**src/hdl/pbs_cfg.svh**
```systemverilog
/*
  Constants for the basic status register block: frame field values,
  bit positions of the status word, fixed bits and counts.
  Assumes it is included by bare name by every file that needs it.
*/
`ifndef PBS_CFG_SVH
`define PBS_CFG_SVH

`define PBS_REG_BASIC_STATUS 5'h01
`define PBS_FIXED_BITS 16'h7849
`define PBS_BIT_AN_DONE 5
`define PBS_BIT_REMOTE_FAULT 4
`define PBS_BIT_LINK 2
`define PBS_BIT_JABBER 1
`define PBS_PREAMBLE_LEN 6'h20
`define PBS_OP_READ 2'h2
`define PBS_OP_WRITE 2'h1
`define PBS_TA_WRITE 2'h2
`define PBS_HDR_LAST 4'hb
`define PBS_DATA_BITS 5'h10
`define PBS_NUM_FLAGS 3
`define PBS_FLAG_RF 0
`define PBS_FLAG_LOST 1
`define PBS_FLAG_JAB 2

`endif

```
**src/hdl/pbs_pkg.sv**
```systemverilog
/*
  Types shared by the basic status register block.
  Assumes pbs_cfg.svh is on the include path.
*/
`include "pbs_cfg.svh"

package pbs_pkg;

  typedef enum logic [2:0] {
    ST_IDLE,
    ST_START,
    ST_HDR,
    ST_TA_RD,
    ST_RD_DATA,
    ST_TA_WR,
    ST_WR_DATA
  } pbs_state_type;

  typedef struct packed {
    pbs_state_type st;
    logic [5:0] ones;
    logic need_pre;
    logic [4:0] cnt;
    logic [11:0] sh;
    logic [15:0] dout;
    logic mdio_o;
    logic mdio_oe;
    logic rd_clr;
    logic [4:0] phy_addr;
    logic match;
    logic is_status;
  } pbs_smi_type;

  typedef struct packed {
    logic mdc;
    logic mdc_prev;
    logic mdio;
  } pbs_samp_type;

  typedef struct packed {
    logic flag;
  } pbs_flag_type;

endpackage

```
**src/hdl/pbs_basic_status.sv**
```systemverilog
/*
  Basic status register of a 10/100 transceiver with its serial
  management interface slave: frame decode, preamble suppression,
  read-out of the status word and the latched flags.
  Assumes the management pins and status inputs are synchronous to
  i_ref_clk, and that the data pin wire is resolved outside from
  o_mdio and o_mdio_oe.
*/
`timescale 1ns/10ps
`default_nettype none
`include "pbs_cfg.svh"

module pbs_basic_status
  import pbs_pkg::*;
(
  input wire logic i_ref_clk,
  input wire logic i_srst,
  input wire logic i_mdc,
  input wire logic i_mdio,
  input wire logic [4:0] i_phy_addr,
  input wire logic i_an_complete,
  input wire logic i_far_end_fault,
  input wire logic i_partner_fault,
  input wire logic i_link_up,
  input wire logic i_jabber,
  output logic o_mdio,
  output logic o_mdio_oe
);

  pbs_smi_type r_q;
  pbs_smi_type r_d;
  logic rise;
  logic bit_in;
  logic [`PBS_NUM_FLAGS-1:0] flag_evt;
  logic [`PBS_NUM_FLAGS-1:0] flag_q;
  logic link_rd;
  logic [15:0] status_word;

  function automatic logic op_valid(input logic [1:0] op);
    op_valid = (op == `PBS_OP_READ) || (op == `PBS_OP_WRITE);
  endfunction

  pbs_mdc_sampler u_samp (
    .i_ref_clk(i_ref_clk),
    .i_srst(i_srst),
    .i_mdc(i_mdc),
    .i_mdio(i_mdio),
    .o_rise(rise),
    .o_bit(bit_in)
  );

  assign flag_evt[`PBS_FLAG_RF] = i_far_end_fault | i_partner_fault;
  assign flag_evt[`PBS_FLAG_LOST] = ~i_link_up;
  // Jabber only arises in 10 Mb/s operation, so it carries no meaning at 100
  assign flag_evt[`PBS_FLAG_JAB] = i_jabber;

  genvar g;
  generate
    for (g = 0; g < `PBS_NUM_FLAGS; g = g + 1) begin : g_flag
      pbs_latch_flag u_flag (
        .i_ref_clk(i_ref_clk),
        .i_srst(i_srst),
        .i_event(flag_evt[g]),
        .i_rd_clr(r_q.rd_clr),
        .o_flag(flag_q[g])
      );
    end
  endgenerate

  // Latched-low link: zero until a read after the loss, then live
  assign link_rd = i_link_up & ~flag_q[`PBS_FLAG_LOST];

  always_comb begin
    status_word = `PBS_FIXED_BITS;
    status_word[`PBS_BIT_AN_DONE] = i_an_complete;
    status_word[`PBS_BIT_REMOTE_FAULT] = flag_q[`PBS_FLAG_RF];
    status_word[`PBS_BIT_LINK] = link_rd;
    status_word[`PBS_BIT_JABBER] = flag_q[`PBS_FLAG_JAB];
  end

  always_comb begin
    r_d = r_q;
    r_d.rd_clr = 1'b0;
    if (rise) begin
      case (r_q.st)
        ST_IDLE: begin
          if (bit_in) begin
            if (r_q.ones != `PBS_PREAMBLE_LEN) begin
              r_d.ones = r_q.ones + 6'h01;
            end
          end else begin
            // Start bit accepted bare unless a full preamble is owed
            if (!r_q.need_pre || r_q.ones == `PBS_PREAMBLE_LEN) begin
              r_d.st = ST_START;
            end
            r_d.ones = 6'h00;
          end
        end
        ST_START: begin
          r_d.cnt = 5'h00;
          r_d.st = bit_in ? ST_HDR : ST_IDLE;
        end
        ST_HDR: begin
          r_d.sh = {r_q.sh[10:0], bit_in};
          r_d.cnt = r_q.cnt + 5'h01;
          if (r_q.cnt[3:0] == `PBS_HDR_LAST) begin
            r_d.cnt = 5'h00;
            if (!op_valid(r_q.sh[10:9])) begin
              r_d.need_pre = 1'b1;
              r_d.st = ST_IDLE;
            end else begin
              r_d.match = (r_q.sh[8:4] == r_q.phy_addr);
              r_d.is_status = ({r_q.sh[3:0], bit_in} == `PBS_REG_BASIC_STATUS);
              r_d.st = (r_q.sh[10:9] == `PBS_OP_READ) ? ST_TA_RD : ST_TA_WR;
            end
          end
        end
        ST_TA_RD: begin
          // The master's first turnaround bit cannot be checked: it floats
          r_d.need_pre = 1'b0;
          r_d.cnt = 5'h00;
          r_d.st = ST_RD_DATA;
          if (r_q.match) begin
            r_d.mdio_o = 1'b0;
            r_d.mdio_oe = 1'b1;
            r_d.dout = r_q.is_status ? status_word : 16'h0000;
            r_d.rd_clr = r_q.is_status;
          end
        end
        ST_RD_DATA: begin
          r_d.cnt = r_q.cnt + 5'h01;
          r_d.mdio_o = r_q.dout[15];
          r_d.dout = {r_q.dout[14:0], 1'b0};
          if (r_q.cnt == `PBS_DATA_BITS) begin
            r_d.mdio_o = 1'b0;
            r_d.mdio_oe = 1'b0;
            r_d.st = ST_IDLE;
          end
        end
        ST_TA_WR: begin
          r_d.sh = {r_q.sh[10:0], bit_in};
          r_d.cnt = r_q.cnt + 5'h01;
          if (r_q.cnt[0]) begin
            r_d.cnt = 5'h00;
            if ({r_q.sh[0], bit_in} == `PBS_TA_WRITE) begin
              r_d.need_pre = 1'b0;
              r_d.st = ST_WR_DATA;
            end else begin
              r_d.need_pre = 1'b1;
              r_d.st = ST_IDLE;
            end
          end
        end
        ST_WR_DATA: begin
          // Data is consumed but stored nowhere: no flag is touched
          r_d.cnt = r_q.cnt + 5'h01;
          if (r_q.cnt == `PBS_DATA_BITS - 5'h01) begin
            r_d.st = ST_IDLE;
          end
        end
        default: begin
          r_d.st = ST_IDLE;
          r_d.mdio_oe = 1'b0;
        end
      endcase
    end
  end

  always_ff @(posedge i_ref_clk) begin
    if (i_srst) begin
      r_q <= '0;
      r_q.st <= ST_IDLE;
      r_q.need_pre <= 1'b1;
      // Address strap caught while reset is held
      r_q.phy_addr <= i_phy_addr;
    end else begin
      r_q <= r_d;
    end
  end

  assign o_mdio = r_q.mdio_o;
  assign o_mdio_oe = r_q.mdio_oe;

endmodule

`default_nettype wire

```
**src/hdl/pbs_latch_flag.sv**
```systemverilog
/*
  One sticky flag: set by an event, cleared by a register read.
  Assumes i_rd_clr is a one-cycle pulse from the read logic.
*/
`timescale 1ns/10ps
`default_nettype none

module pbs_latch_flag
  import pbs_pkg::*;
(
  input wire logic i_ref_clk,
  input wire logic i_srst,
  input wire logic i_event,
  input wire logic i_rd_clr,
  output logic o_flag
);

  pbs_flag_type f_q;
  pbs_flag_type f_d;

  always_comb begin
    f_d = f_q;
    // Event wins over a clear in the same cycle
    f_d.flag = i_event | (f_q.flag & ~i_rd_clr);
  end

  always_ff @(posedge i_ref_clk) begin
    if (i_srst) begin
      f_q <= '0;
    end else begin
      f_q <= f_d;
    end
  end

  assign o_flag = f_q.flag;

endmodule

`default_nettype wire

```
**src/hdl/pbs_mdc_sampler.sv**
```systemverilog
/*
  Samples the management clock and data pins on the system clock and
  marks each rising edge of the management clock.
  Assumes both pins are already synchronous to i_ref_clk.
*/
`timescale 1ns/10ps
`default_nettype none

module pbs_mdc_sampler
  import pbs_pkg::*;
(
  input wire logic i_ref_clk,
  input wire logic i_srst,
  input wire logic i_mdc,
  input wire logic i_mdio,
  output logic o_rise,
  output logic o_bit
);

  pbs_samp_type s_q;
  pbs_samp_type s_d;

  always_comb begin
    s_d = s_q;
    s_d.mdc = i_mdc;
    s_d.mdc_prev = s_q.mdc;
    s_d.mdio = i_mdio;
  end

  always_ff @(posedge i_ref_clk) begin
    if (i_srst) begin
      s_q <= '0;
    end else begin
      s_q <= s_d;
    end
  end

  // Data taken with the clock level, so both belong to the same edge
  assign o_rise = s_q.mdc & ~s_q.mdc_prev;
  assign o_bit = s_q.mdio;

endmodule

`default_nettype wire

```
**config.mk**
```make
export PLATFORM = sky130hd
export DESIGN_NAME = pbs_basic_status
export DESIGN_NICKNAME = d
export VERILOG_FILES = /design/src/hdl/pbs_pkg.sv /design/src/hdl/pbs_basic_status.sv /design/src/hdl/pbs_latch_flag.sv /design/src/hdl/pbs_mdc_sampler.sv
export VERILOG_INCLUDE_DIRS = /design/src /design/src/hdl
export SDC_FILE = /design/constraint.sdc
export NUM_CORES = 1
export LEC_CHECK = 0
export BUFFER_PORTS_ARGS = -buffer_cell sky130_fd_sc_hd__buf_2
export CAP_MARGIN = 20
export CELL_PAD_IN_SITES_DETAIL_PLACEMENT = 2
export CELL_PAD_IN_SITES_GLOBAL_PLACEMENT = 2
export CORE_UTILIZATION = 35
export CTS_BUF_LIST = sky130_fd_sc_hd__clkbuf_4 sky130_fd_sc_hd__clkbuf_8
export CTS_CLUSTER_DIAMETER = 120
export DETAILED_ROUTE_END_ITERATION = 8
export PLACE_DENSITY_LB_ADDON = 0.3
export SYNTH_ARGS = -nofsm -noshare
export SYNTH_HDL_FRONTEND = slang
export SYNTH_SLANG_ARGS = --single-unit
```
**constraint.sdc**
```tcl
create_clock -name i_ref_clk -period 1.85 [get_ports i_ref_clk]
set_input_delay 0.2775 -clock i_ref_clk [delete_from_list [all_inputs] [get_ports i_ref_clk]]
set_output_delay 0.2775 -clock i_ref_clk [all_outputs]
set_load 0.01 [all_outputs]
```
# --- After elaboration in Yosys (flattened, before gate mapping) ---
# Cells that the tools add are included.
word_totals:
  inputBits: 14
  regBits: 58
op_classes:
  n_reduce_logical: 20
  bitwise: 17
  add_sub_neg: 2
  mux: 24
  n_eq_ne: 25
ops:
  columns: ["operator", "n"]
  rows:
  - ["17-bit one-hot mux with 2 select lines", 1]
  - ["3-bit two-way mux", 9]
  - ["6-bit two-way mux", 4]
  - ["3-bit one-hot mux with 7 select lines", 1]
  - ["5-bit one-hot mux with 4 select lines", 1]
  - ["19-bit two-way mux", 1]
  - ["2-bit inequality test, second input constant", 9]
  - ["15-bit two-way mux", 1]
  - ["3-bit equality test, second input constant", 3]
  - ["1-bit NOT", 8]
  - ["4-bit AND reduction", 2]
  - ["7-bit AND reduction", 1]
  - ["6-bit by 1-bit adder with 6-bit output, second input constant", 1]
  - ["3-bit by 2-bit equality test with 1-bit output, second input constant", 2]
  - ["6-bit equality test, second input constant", 1]
  - ["6-bit inequality test, second input constant", 1]
  - ["1-bit one-hot mux with 3 select lines", 2]
  - ["3-bit AND reduction", 2]
  - ["2-bit OR reduction", 3]
  - ["5-bit by 1-bit adder with 5-bit output, second input constant", 1]
  - ["1-bit bitwise AND", 5]
  - ["5-bit by 1-bit equality test with 1-bit output, second input constant", 1]
  - ["5-bit by 4-bit equality test with 1-bit output, second input constant", 1]
  - ["5-bit equality test", 1]
  - ["18 further kinds", 26]

# --- Longest topological paths before layout ---
# Gate-level depths: netlist of the first run.
logic_depth:
  ltp_word: 5
  mapped_depth: 7
  ltp_nobuf: 7

# --- By module ---
# A second synthesis of the first run with hierarchy kept.
unflattened:
  cells_unflattened: 303
  area_unflattened_um2: 2762.6
modules_own_cells:
  columns: ["mod", "area_each_um2", "cells_each", "instances", "seq_area_each_um2"]
  rows:
  - ["pbs_basic_status", 2558.7, 284, 1, 1091.0]
  - ["pbs_latch_flag", 38.8, 4, 3, 20.0]
  - ["pbs_mdc_sampler", 87.6, 7, 1, 60.1]

# --- Least setup slack after synthesis of the first run ---
# Ideal clock, no wire load.
synth_path:
  path_kind: "register -> register"
  startpoint: "reg r_q[38] in the netlist's numbering"
  endpoint: "reg r_q[1] in the netlist's numbering"
  arrival_time_ns: 1.924
  stages_incl_launch_ff: 6
  n_path_buf: 0
  setup_slack_ns: -0.145
  path_cell_list: "dfxtp_1 > ha_1 > nand3b_1 > or4_4 > or4_1 > a21oi_1"
synth_between:
  elab_chain_len: 2
synth_rtl:
  columns: ["item", "line", "text"]
  rows:
  - ["start, declared", "pbs_basic_status.sv:30", "pbs_smi_type r_q;"]
  - ["start signal, assigned", "pbs_basic_status.sv:177", "r_q <= r_d;"]
  - ["4-bit equality test (no source line)", null, null]
  - ["4-bit AND reduction (no source line)", null, null]
# Every way passes these cells.
# A chain may end at the register's enable or synchronous reset.

# --- Worst setup path in the final report of the first run ---
layout_path:
  startpoint: "reg r_q[38] in the netlist's numbering"
  endpoint: "reg r_q[52] in the netlist's numbering"
layout_between:
  elab_chain_len: 3
  word_cells_on_any_way: 8
  cone_classes: "eq/ne: 7; reduce/logical: 1"
layout_rtl:
  columns: ["item", "line", "text"]
  rows:
  - ["5-bit by 4-bit equality test with 1-bit output (tied with other cells)", "pbs_basic_status.sv:157", "if (r_q.cnt == `PBS_DATA_BITS - 5'h01) begin"]
  - ["2-bit inequality test (no source line)", null, null]
  - ["7-bit AND reduction (no source line) *", null, null]
# Every way passes the cells marked *; elsewhere a longest branch is shown, timed or not.

==> qor.txt, run 1 <==
Crit. Startpoint: r_q[38]
Die span in y: 91.6 um
Slew Limit Fails: 0
CP delay by family, top: simple AND/OR/NAND/NOR gates
P_leak: 1.43 nW
Final Hold Vio Count: 0
Critical path depth: 6
Pin count of the biggest net entering global routing: 23
Drt drc: 0
CTS Buf Count: 9
Gate power share: 0.088
Mapped cell area: 0.00281 mm2
Failing checks: negative setup slack
Pre-CTS setup slack: -0.110 ns
Fraction of layout cells with a size suffix above 1: 0.300
Root Driver: clkbuf_8
GRT Total Usage: 0.240
Wire per inst: 21.3 um
Initial antenna violation count: 0
Register bit total from synthesis: 58
DR pass1 iterations: 5
Worst Reg-to-Reg Cells: 6
Cell Chain, Critical Path: ha_4 -> and3_4 -> ha_4 -> or4bb_4 -> o221a_4 -> a311oi_2
Max-cap violations: 0
Worst EP required: 2.10 ns
Fin crit share: 1.05
Area Growth Syn to Fin: 30.5%
ANT cells: 0
Setup slack, reg-to-reg: -0.10 ns
Design area: 0.00367 mm2
Vias/cell: 5.58
Syn Nets: 342
Worst skew pair latency: 0.36 ns
Sw Ratio: 0.265
Seq pwr share: 0.446
Crit end category: flop
Slew @ Worst Pin: 0.459 ns
Layout Skew: 0.0123 ns
# IOs: 16
Setup CP Type: reg -> reg
Max Fclk: 0.513 GHz
Initial Util: 0.364
H-Tree Depth: 3
Core area: 0.00773 mm2
Rel. slew slack: 0.694
Cell Rows: 32
Total wire length: 10.2 mm
Clock transition at path regs: 0.08 ns
Total gr overflow: 0
Clock sinks: 58
Final nets: 394
Vias in the first global route: 2930
Worst min-delay path class: in -> reg
Largest stage delay, worst path: 0.55 ns
RSZ-0062 raised after global routing: yes
Int Pwr: 0.00218 W
Largest buffer count on any clock path: 2
Die W: 91.6 um
Hold Buf Count CTS: 0
Outcome: complete, but fails checks
Number of flops mapped to enable cells by yosys: 5
CP max-delay cell: or4bb_4
Post-Syn Instances: 320
Sequential share of the synthesized area: 0.431
Post-route antenna net violation count: 0
Switching power: 0.000784 W
Yosys cell types: 54
Buf/Inv on CP: 0
Hpwl dp: 6.26 mm
Final setup margin: -0.101 ns
Ys flop type: dfxtp_1
Critical Path AT: 2.20 ns
DRT iter0 DRCs: 96
Pwr per Cell Area: 807 mW/mm2
Hold path depth: 1
Final setup violation count: 6
Crit path top cell by count: ha_4
Clk network pwr share: 0.466
Total of warnings raised by yosys: 0
Startpoint types: flop
Post-placement cell area: 0.00327 mm2
Asr flop ratio synth: 0
First-pass GRT wire length: 15.2 mm
CTS tree: yes
Maximum vdd drop: 0.424 mV
HP Start: i_phy_addr[1]
Worst-path fanout max: 4
Port Buffers: 15
Detailed-route via count: 2675
Reg-to-reg startpoint: r_q[38]
GP Congestion: 0.775
Syn Area/Cell: 8.78 um2
Die area: 0.00839 mm2
Overall power: 0.00296 W
Crit path time final: 1.95 ns
flip-flops by register name, summed over array words and instances, names as in the netlist:
| register | count |
|---|---|
| o_mdio | 1 |
| o_mdio_oe | 1 |
| u_samp.s_q | 1 |
| r_d | 5 |
| g_flag.u_flag.o_flag | 3 |
| u_samp.o_bit | 1 |
| r_q | 45 |
| u_samp.s_d | 1 |
cell usage in the layout (no fill, tap or decap), types with 3 or more instances in the layout:
cell,instances
nor2b_1,9
nand4_1,3
dfxtp_2,6
edfxtp_1,5
buf_4,43
o21a_1,3
nand3_1,8
a21oi_1,16
o211ai_1,4
inv_1,12
nor2_1,36
nand3b_1,3
clkbuf_8,9
a211oi_1,6
or3_1,5
a211oi_2,3
nand2_1,27
a22oi_1,6
or4_1,3
ha_4,3
dfxtp_1,45
ha_1,5
nor3_1,10
xnor2_1,4
a31oi_1,7
o21ai_0,5
mux2i_1,12
xor2_1,4
and3b_1,3
buf_2,16
a21oi_2,4
final cells by class:
type,count,area [um2]
Sequential cell,58,1230
Timing Repair Buffer,59,403
Fill cell,817,4060
Clock inverter,7,101
Inverter,13,48.8
Tap cell,102,128
Clock buffer,9,124
Multi-Input combinational cell,231,1640
routing by layer:
metal | global-route usage | share of wire | vias to the layer above
met5 | 0 | 0 | -
met4 | 0.0847 | 0.021 | 0
met3 | 0.0536 | 0.020 | 19
met2 | 0.438 | 0.54 | 34
met1 | 0.272 | 0.42 | 1360
li1 | - | - | 1262
power by group through the flow:
stage	logic, W	clock network [W]	registers (W)
after detailed placement	0.000232	0	0.00135
after CTS	0.000244	0.00139	0.00132
after global routing	0.000280	0.00145	0.00132
after floorplan	0.000118	0	0.00135
final	0.000261	0.00138	0.00132
after global placement	0.000220	0	0.00134
kinds of logic after synthesis:
| logic type | Yosys count | share of synthesized area |
|---|---|---|
| AO/OA/AOI/OAI | 71 | 0.170 |
| XOR/XNOR | 8 | 0.0249 |
| adder cells (fa/ha/maj) | 8 | 0.0356 |
| buffers and inverters | 31 | 0.0423 |
| flip-flops | 58 | 0.431 |
| multiplexers | 13 | 0.0468 |
| AND/OR/NAND/NOR | 131 | 0.249 |
path summary, 6_finish.rpt:
check / end
max: r_q[52]
min: r_d[3]
max reg2reg: r_q[52]
min reg2reg: g_flag[1].u_flag.o_flag
metrics by stage:
stage / instances / util / setup TNS (ns) / hold WS (ns)
after global routing: 479 / 0.474 / -0.530 / 0.0854
after global placement: 460 / 0.423 / -0.0359 / 0.437
after detailed placement: 460 / 0.423 / -0.202 / 0.456
after CTS: 477 / 0.462 / -0.298 / 0.0872
final: 479 / 0.474 / -0.237 / 0.0929
after floorplan: 320 / - / -0.0574 / 0.369
cell usage after synthesis (all sizes together), types with 3 or more instances:
| cell | number | area, um2 |
|---|---|---|
| dfxtp | 53 | 1060 |
| nor2 | 36 | 135 |
| nand2 | 27 | 101 |
| a21oi | 20 | 100 |
| clkbuf | 13 | 48.8 |
| inv | 13 | 48.8 |
| mux2i | 12 | 120 |
| nor3 | 10 | 50.1 |
| a211oi | 9 | 67.6 |
| nand3 | 9 | 45.0 |
| nor2b | 9 | 56.3 |
| ha | 8 | 100 |
| a31oi | 7 | 43.8 |
| o21ai | 7 | 35.0 |
| a22oi | 6 | 45.0 |
| or3 | 6 | 37.5 |
| buf | 5 | 21.3 |
| edfxtp | 5 | 150 |
| or4 | 5 | 41.3 |
| o211ai | 4 | 30.0 |
| xnor2 | 4 | 35.0 |
| xor2 | 4 | 35.0 |
| and3b | 3 | 26.3 |
| nand3b | 3 | 22.5 |
| nand4 | 3 | 18.8 |
| nor3b | 3 | 22.5 |
| o21a | 3 | 22.5 |
| or3b | 3 | 28.8 |
worst register-to-register path, delay by kind of cell, from the launching register on:
family | cells | cell delay [ns]
AND/OR/NAND/NOR | 2 | 0.71
AO/OA/AOI/OAI | 2 | 0.45
flip-flops | 1 | 0.37
adder cells (fa/ha/maj) | 2 | 0.33
timing repair:
action | in CTS | in global routing
resized for setup | 17 | 20
pin swaps | 10 | 6
setup endpoints to repair | 8 | 20
setup buffers | 1 | 1
cloned | 0 | 1
Power figures use the tool's default switching activity.
==> run 2: changes to the inputs <==
--- a/config.mk
+++ b/config.mk
@@ -14,7 +14,7 @@
 export CTS_BUF_LIST = sky130_fd_sc_hd__clkbuf_4 sky130_fd_sc_hd__clkbuf_8
 export CTS_CLUSTER_DIAMETER = 120
 export DETAILED_ROUTE_END_ITERATION = 8
-export PLACE_DENSITY_LB_ADDON = 0.3
+export PLACE_DENSITY = 0.79
 export SYNTH_ARGS = -nofsm -noshare
 export SYNTH_HDL_FRONTEND = slang
 export SYNTH_SLANG_ARGS = --single-unit
==> run 2 against run 1 <==
- the flow still finishes with violations (negative setup slack)
- via count fell by 0.26%
- worst hold slack improved by 0.0047 ns
- sequential share of layout area shrank 0.27 points
- clock power down 3%
- utilization increased by 0.39 points
- clock-buffer cell count up 2
- cell count unchanged
- combinational power hardly changed
- sequential power is essentially flat
- first-iteration DRC count down 10%
- global-route usage is 0.90 points higher
- largest cell class unchanged
==> qor.txt, run 2 (synthesis gave the netlist of run 1 again) <==
Outcome: complete, but fails checks
Failing checks: negative setup slack
Final setup margin: -0.0969 ns (+0.00386 ns)
Vias in the first global route: 3030 (+3.4%)
Critical Path AT: 2.24 ns (+0.04 ns)
Placed cells: 457 (-0.65%)
Worst Hold Endpoint: r_d[5]
Final Hold Vio Count: 0 (unchanged)
Hold path depth: 1 (unchanged)
DRT iter0 DRCs: 86 (-10%)
Final setup violation count: 5 (-1)
Post-Layout Cell Count: 479 (unchanged)
Post-route antenna net violation count: 0 (unchanged)
Slew Limit Fails: 0 (unchanged)
RSZ-0062 raised after global routing: yes
Max-cap violations: 0 (unchanged)
Worst Reg-to-Reg Cells: 4 (-2)
Clock transition at path regs: 0.07 ns (about the same)
Clock sinks: 58 (unchanged)
Total gr overflow: 0 (unchanged)
Root Driver: clkbuf_8
GP Congestion: 0.790 (+1.9%)
Initial antenna violation count: 0 (unchanged)
Detailed-route via count: 2668 (-0.26%)
HP Start: i_phy_addr[3]
Maximum vdd drop: 0.389 mV (-8.3%)
P_leak: 1.45 nW (+1.3%)
Design area: 0.00370 mm2 (+0.82%)
Cell Rows: 32 (unchanged)
Wire per inst: 20.6 um (-3.2%)
Die W: 91.6 um (unchanged)
Port Buffers: 15 (unchanged)
CTS Buf Count: 9 (unchanged)
Hpwl dp: 6.14 mm (-2.0%)
Worst min-delay path class: in -> reg
Setup CP Type: reg -> reg
Max Fclk: 0.514 GHz (+0.20%)
Layout Skew: 0.0116 ns (-0.000677 ns)
First-pass GRT wire length: 15.8 mm (+4.0%)
Crit end category: flop
Worst-path fanout max: 2 (-2)
Commonest non-fill, non-tap cell in the layout: dfxtp_1
Total wire length: 9.89 mm (-3.2%)
GRT Total Usage: 0.249 (+0.00900)
Die area: 0.00839 mm2 (unchanged)
CTS tree: yes
Reg-to-reg startpoint: r_q[36]
# IOs: 16 (unchanged)
Slew @ Worst Pin: 0.419 ns (-0.0397 ns)
Most frequent cells in the layout: dfxtp_1 (47), buf_4 (38), nor2_1 (36)
Reg with most FFs: r_q
Pin count of the biggest net entering global routing: 26 (+13%)
H-Tree Depth: 3 (unchanged)
RR Endpoint: r_q[1]
Initial Util: 0.364 (unchanged)
Area Growth Syn to Fin: 31.6%
Vias/cell: 5.57 (-0.26%)
Final nets: 394 (unchanged)
Setup slack, reg-to-reg: -0.1 ns (about the same)
Startpoint types: flop
Pwr per Cell Area: 790 mW/mm2 (-2.2%)
ANT cells: 0 (unchanged)
Fin crit share: 1.05 (-0.00209)
Die span in y: 91.6 um (unchanged)
Worst skew pair latency: 0.36 ns (about the same)
Crit path time final: 1.95 ns (-0.00386 ns)
Setup TNS Final: -0.315 ns (-0.0772 ns)
Post-placement cell area: 0.00327 mm2 (about the same)
Max FFs per register: 45 (unchanged)
DR pass1 iterations: 4 (-1)
Drt drc: 0 (unchanged)
Rel. slew slack: 0.721 (+0.0265)
Worst EP required: 2.14 ns (+0.04 ns)
Fraction of layout cells with a size suffix above 1: 0.300 (unchanged)
Core area: 0.00773 mm2 (unchanged)
Largest buffer count on any clock path: 2 (unchanged)
-- run 2: cell types whose count changed in the layout (fill, tap and decap cells not counted), moves of 2 or more --
cell / delta
a211oi_1: +3
a211oi_2: -3
buf_12: +2
buf_4: -5
buf_6: +3
clkinv_2: +2
dfxtp_1: +2
dfxtp_2: -3
inv_6: -2
-- run 2: layer usage --
metal	GRT usage	part of all wire	up-vias
met5	0	0	-
met4	0.156	0.051	0
met3	0.0427	0.020	37
met2	0.439	0.52	46
met1	0.276	0.41	1325
li1	-	-	1260
-- run 2: area by class of cell --
class	instances	area [um2]
flip-flops and latches	58	1230
clock buffers	11	145
inverters	13	48.8
well taps	102	128
fillers	819	4030
clock inverters	5	77.6
multi-input cells	231	1630
repair buffers	59	439
-- run 2: repair_timing --
item | CTS | global route
setup buffers | 3 | 2
resized for setup | 21 | 18
pin swaps | 9 | 4
gates cloned | 0 | 1
hold buffers | 0 | 0
setup endpoints to repair | 5 | 19
-- run 2: per-stage QoR --
| stage | setup slack, ns | power [W] | hold WS [ns] | util |
|---|---|---|---|---|
| finish | -0.0969 | 0.00292 | 0.0976 | 0.478 |
| detailed placement | -0.111 | 0.00158 | 0.449 | 0.424 |
| global route | -0.122 | 0.00301 | 0.0921 | 0.478 |
| floorplan | -0.0574 | 0.00146 | 0.369 | - |
| global placement | -0.0400 | 0.00156 | 0.437 | 0.424 |
| CTS | -0.0792 | 0.00294 | 0.0841 | 0.467 |
-- run 2: worst max path at each step --
stage / from / endpoint / slack, ns / cells past startpoint
3_5_place_dp: r_q[39] / r_q[50] / -0.11 / 7
6_report: r_q[36] / r_q[1] / -0.1 / 4
5_1_grt: r_q[39] / r_q[52] / -0.12 / 6
2_1_floorplan: r_q[35] / r_q[1] / -0.06 / 5
4_1_cts: u_samp.s_d[1] / r_q[1] / -0.08 / 4
3_3_place_gp: r_q[39] / r_q[1] / -0.04 / 5
-- run 2: worst max-delay path, stage by stage (launching register included) --
cell	delay, ns
dfxtp_1	0.44
ha_4	0.25
or4_4	0.55
or4_4	0.53
a21oi_2	0.12
-- run 2: report_power, final --
group,internal (W),switching (W)
combinational,0.000112,0.000147
clock,0.000805,0.000538
sequential,0.00130,0.0000216
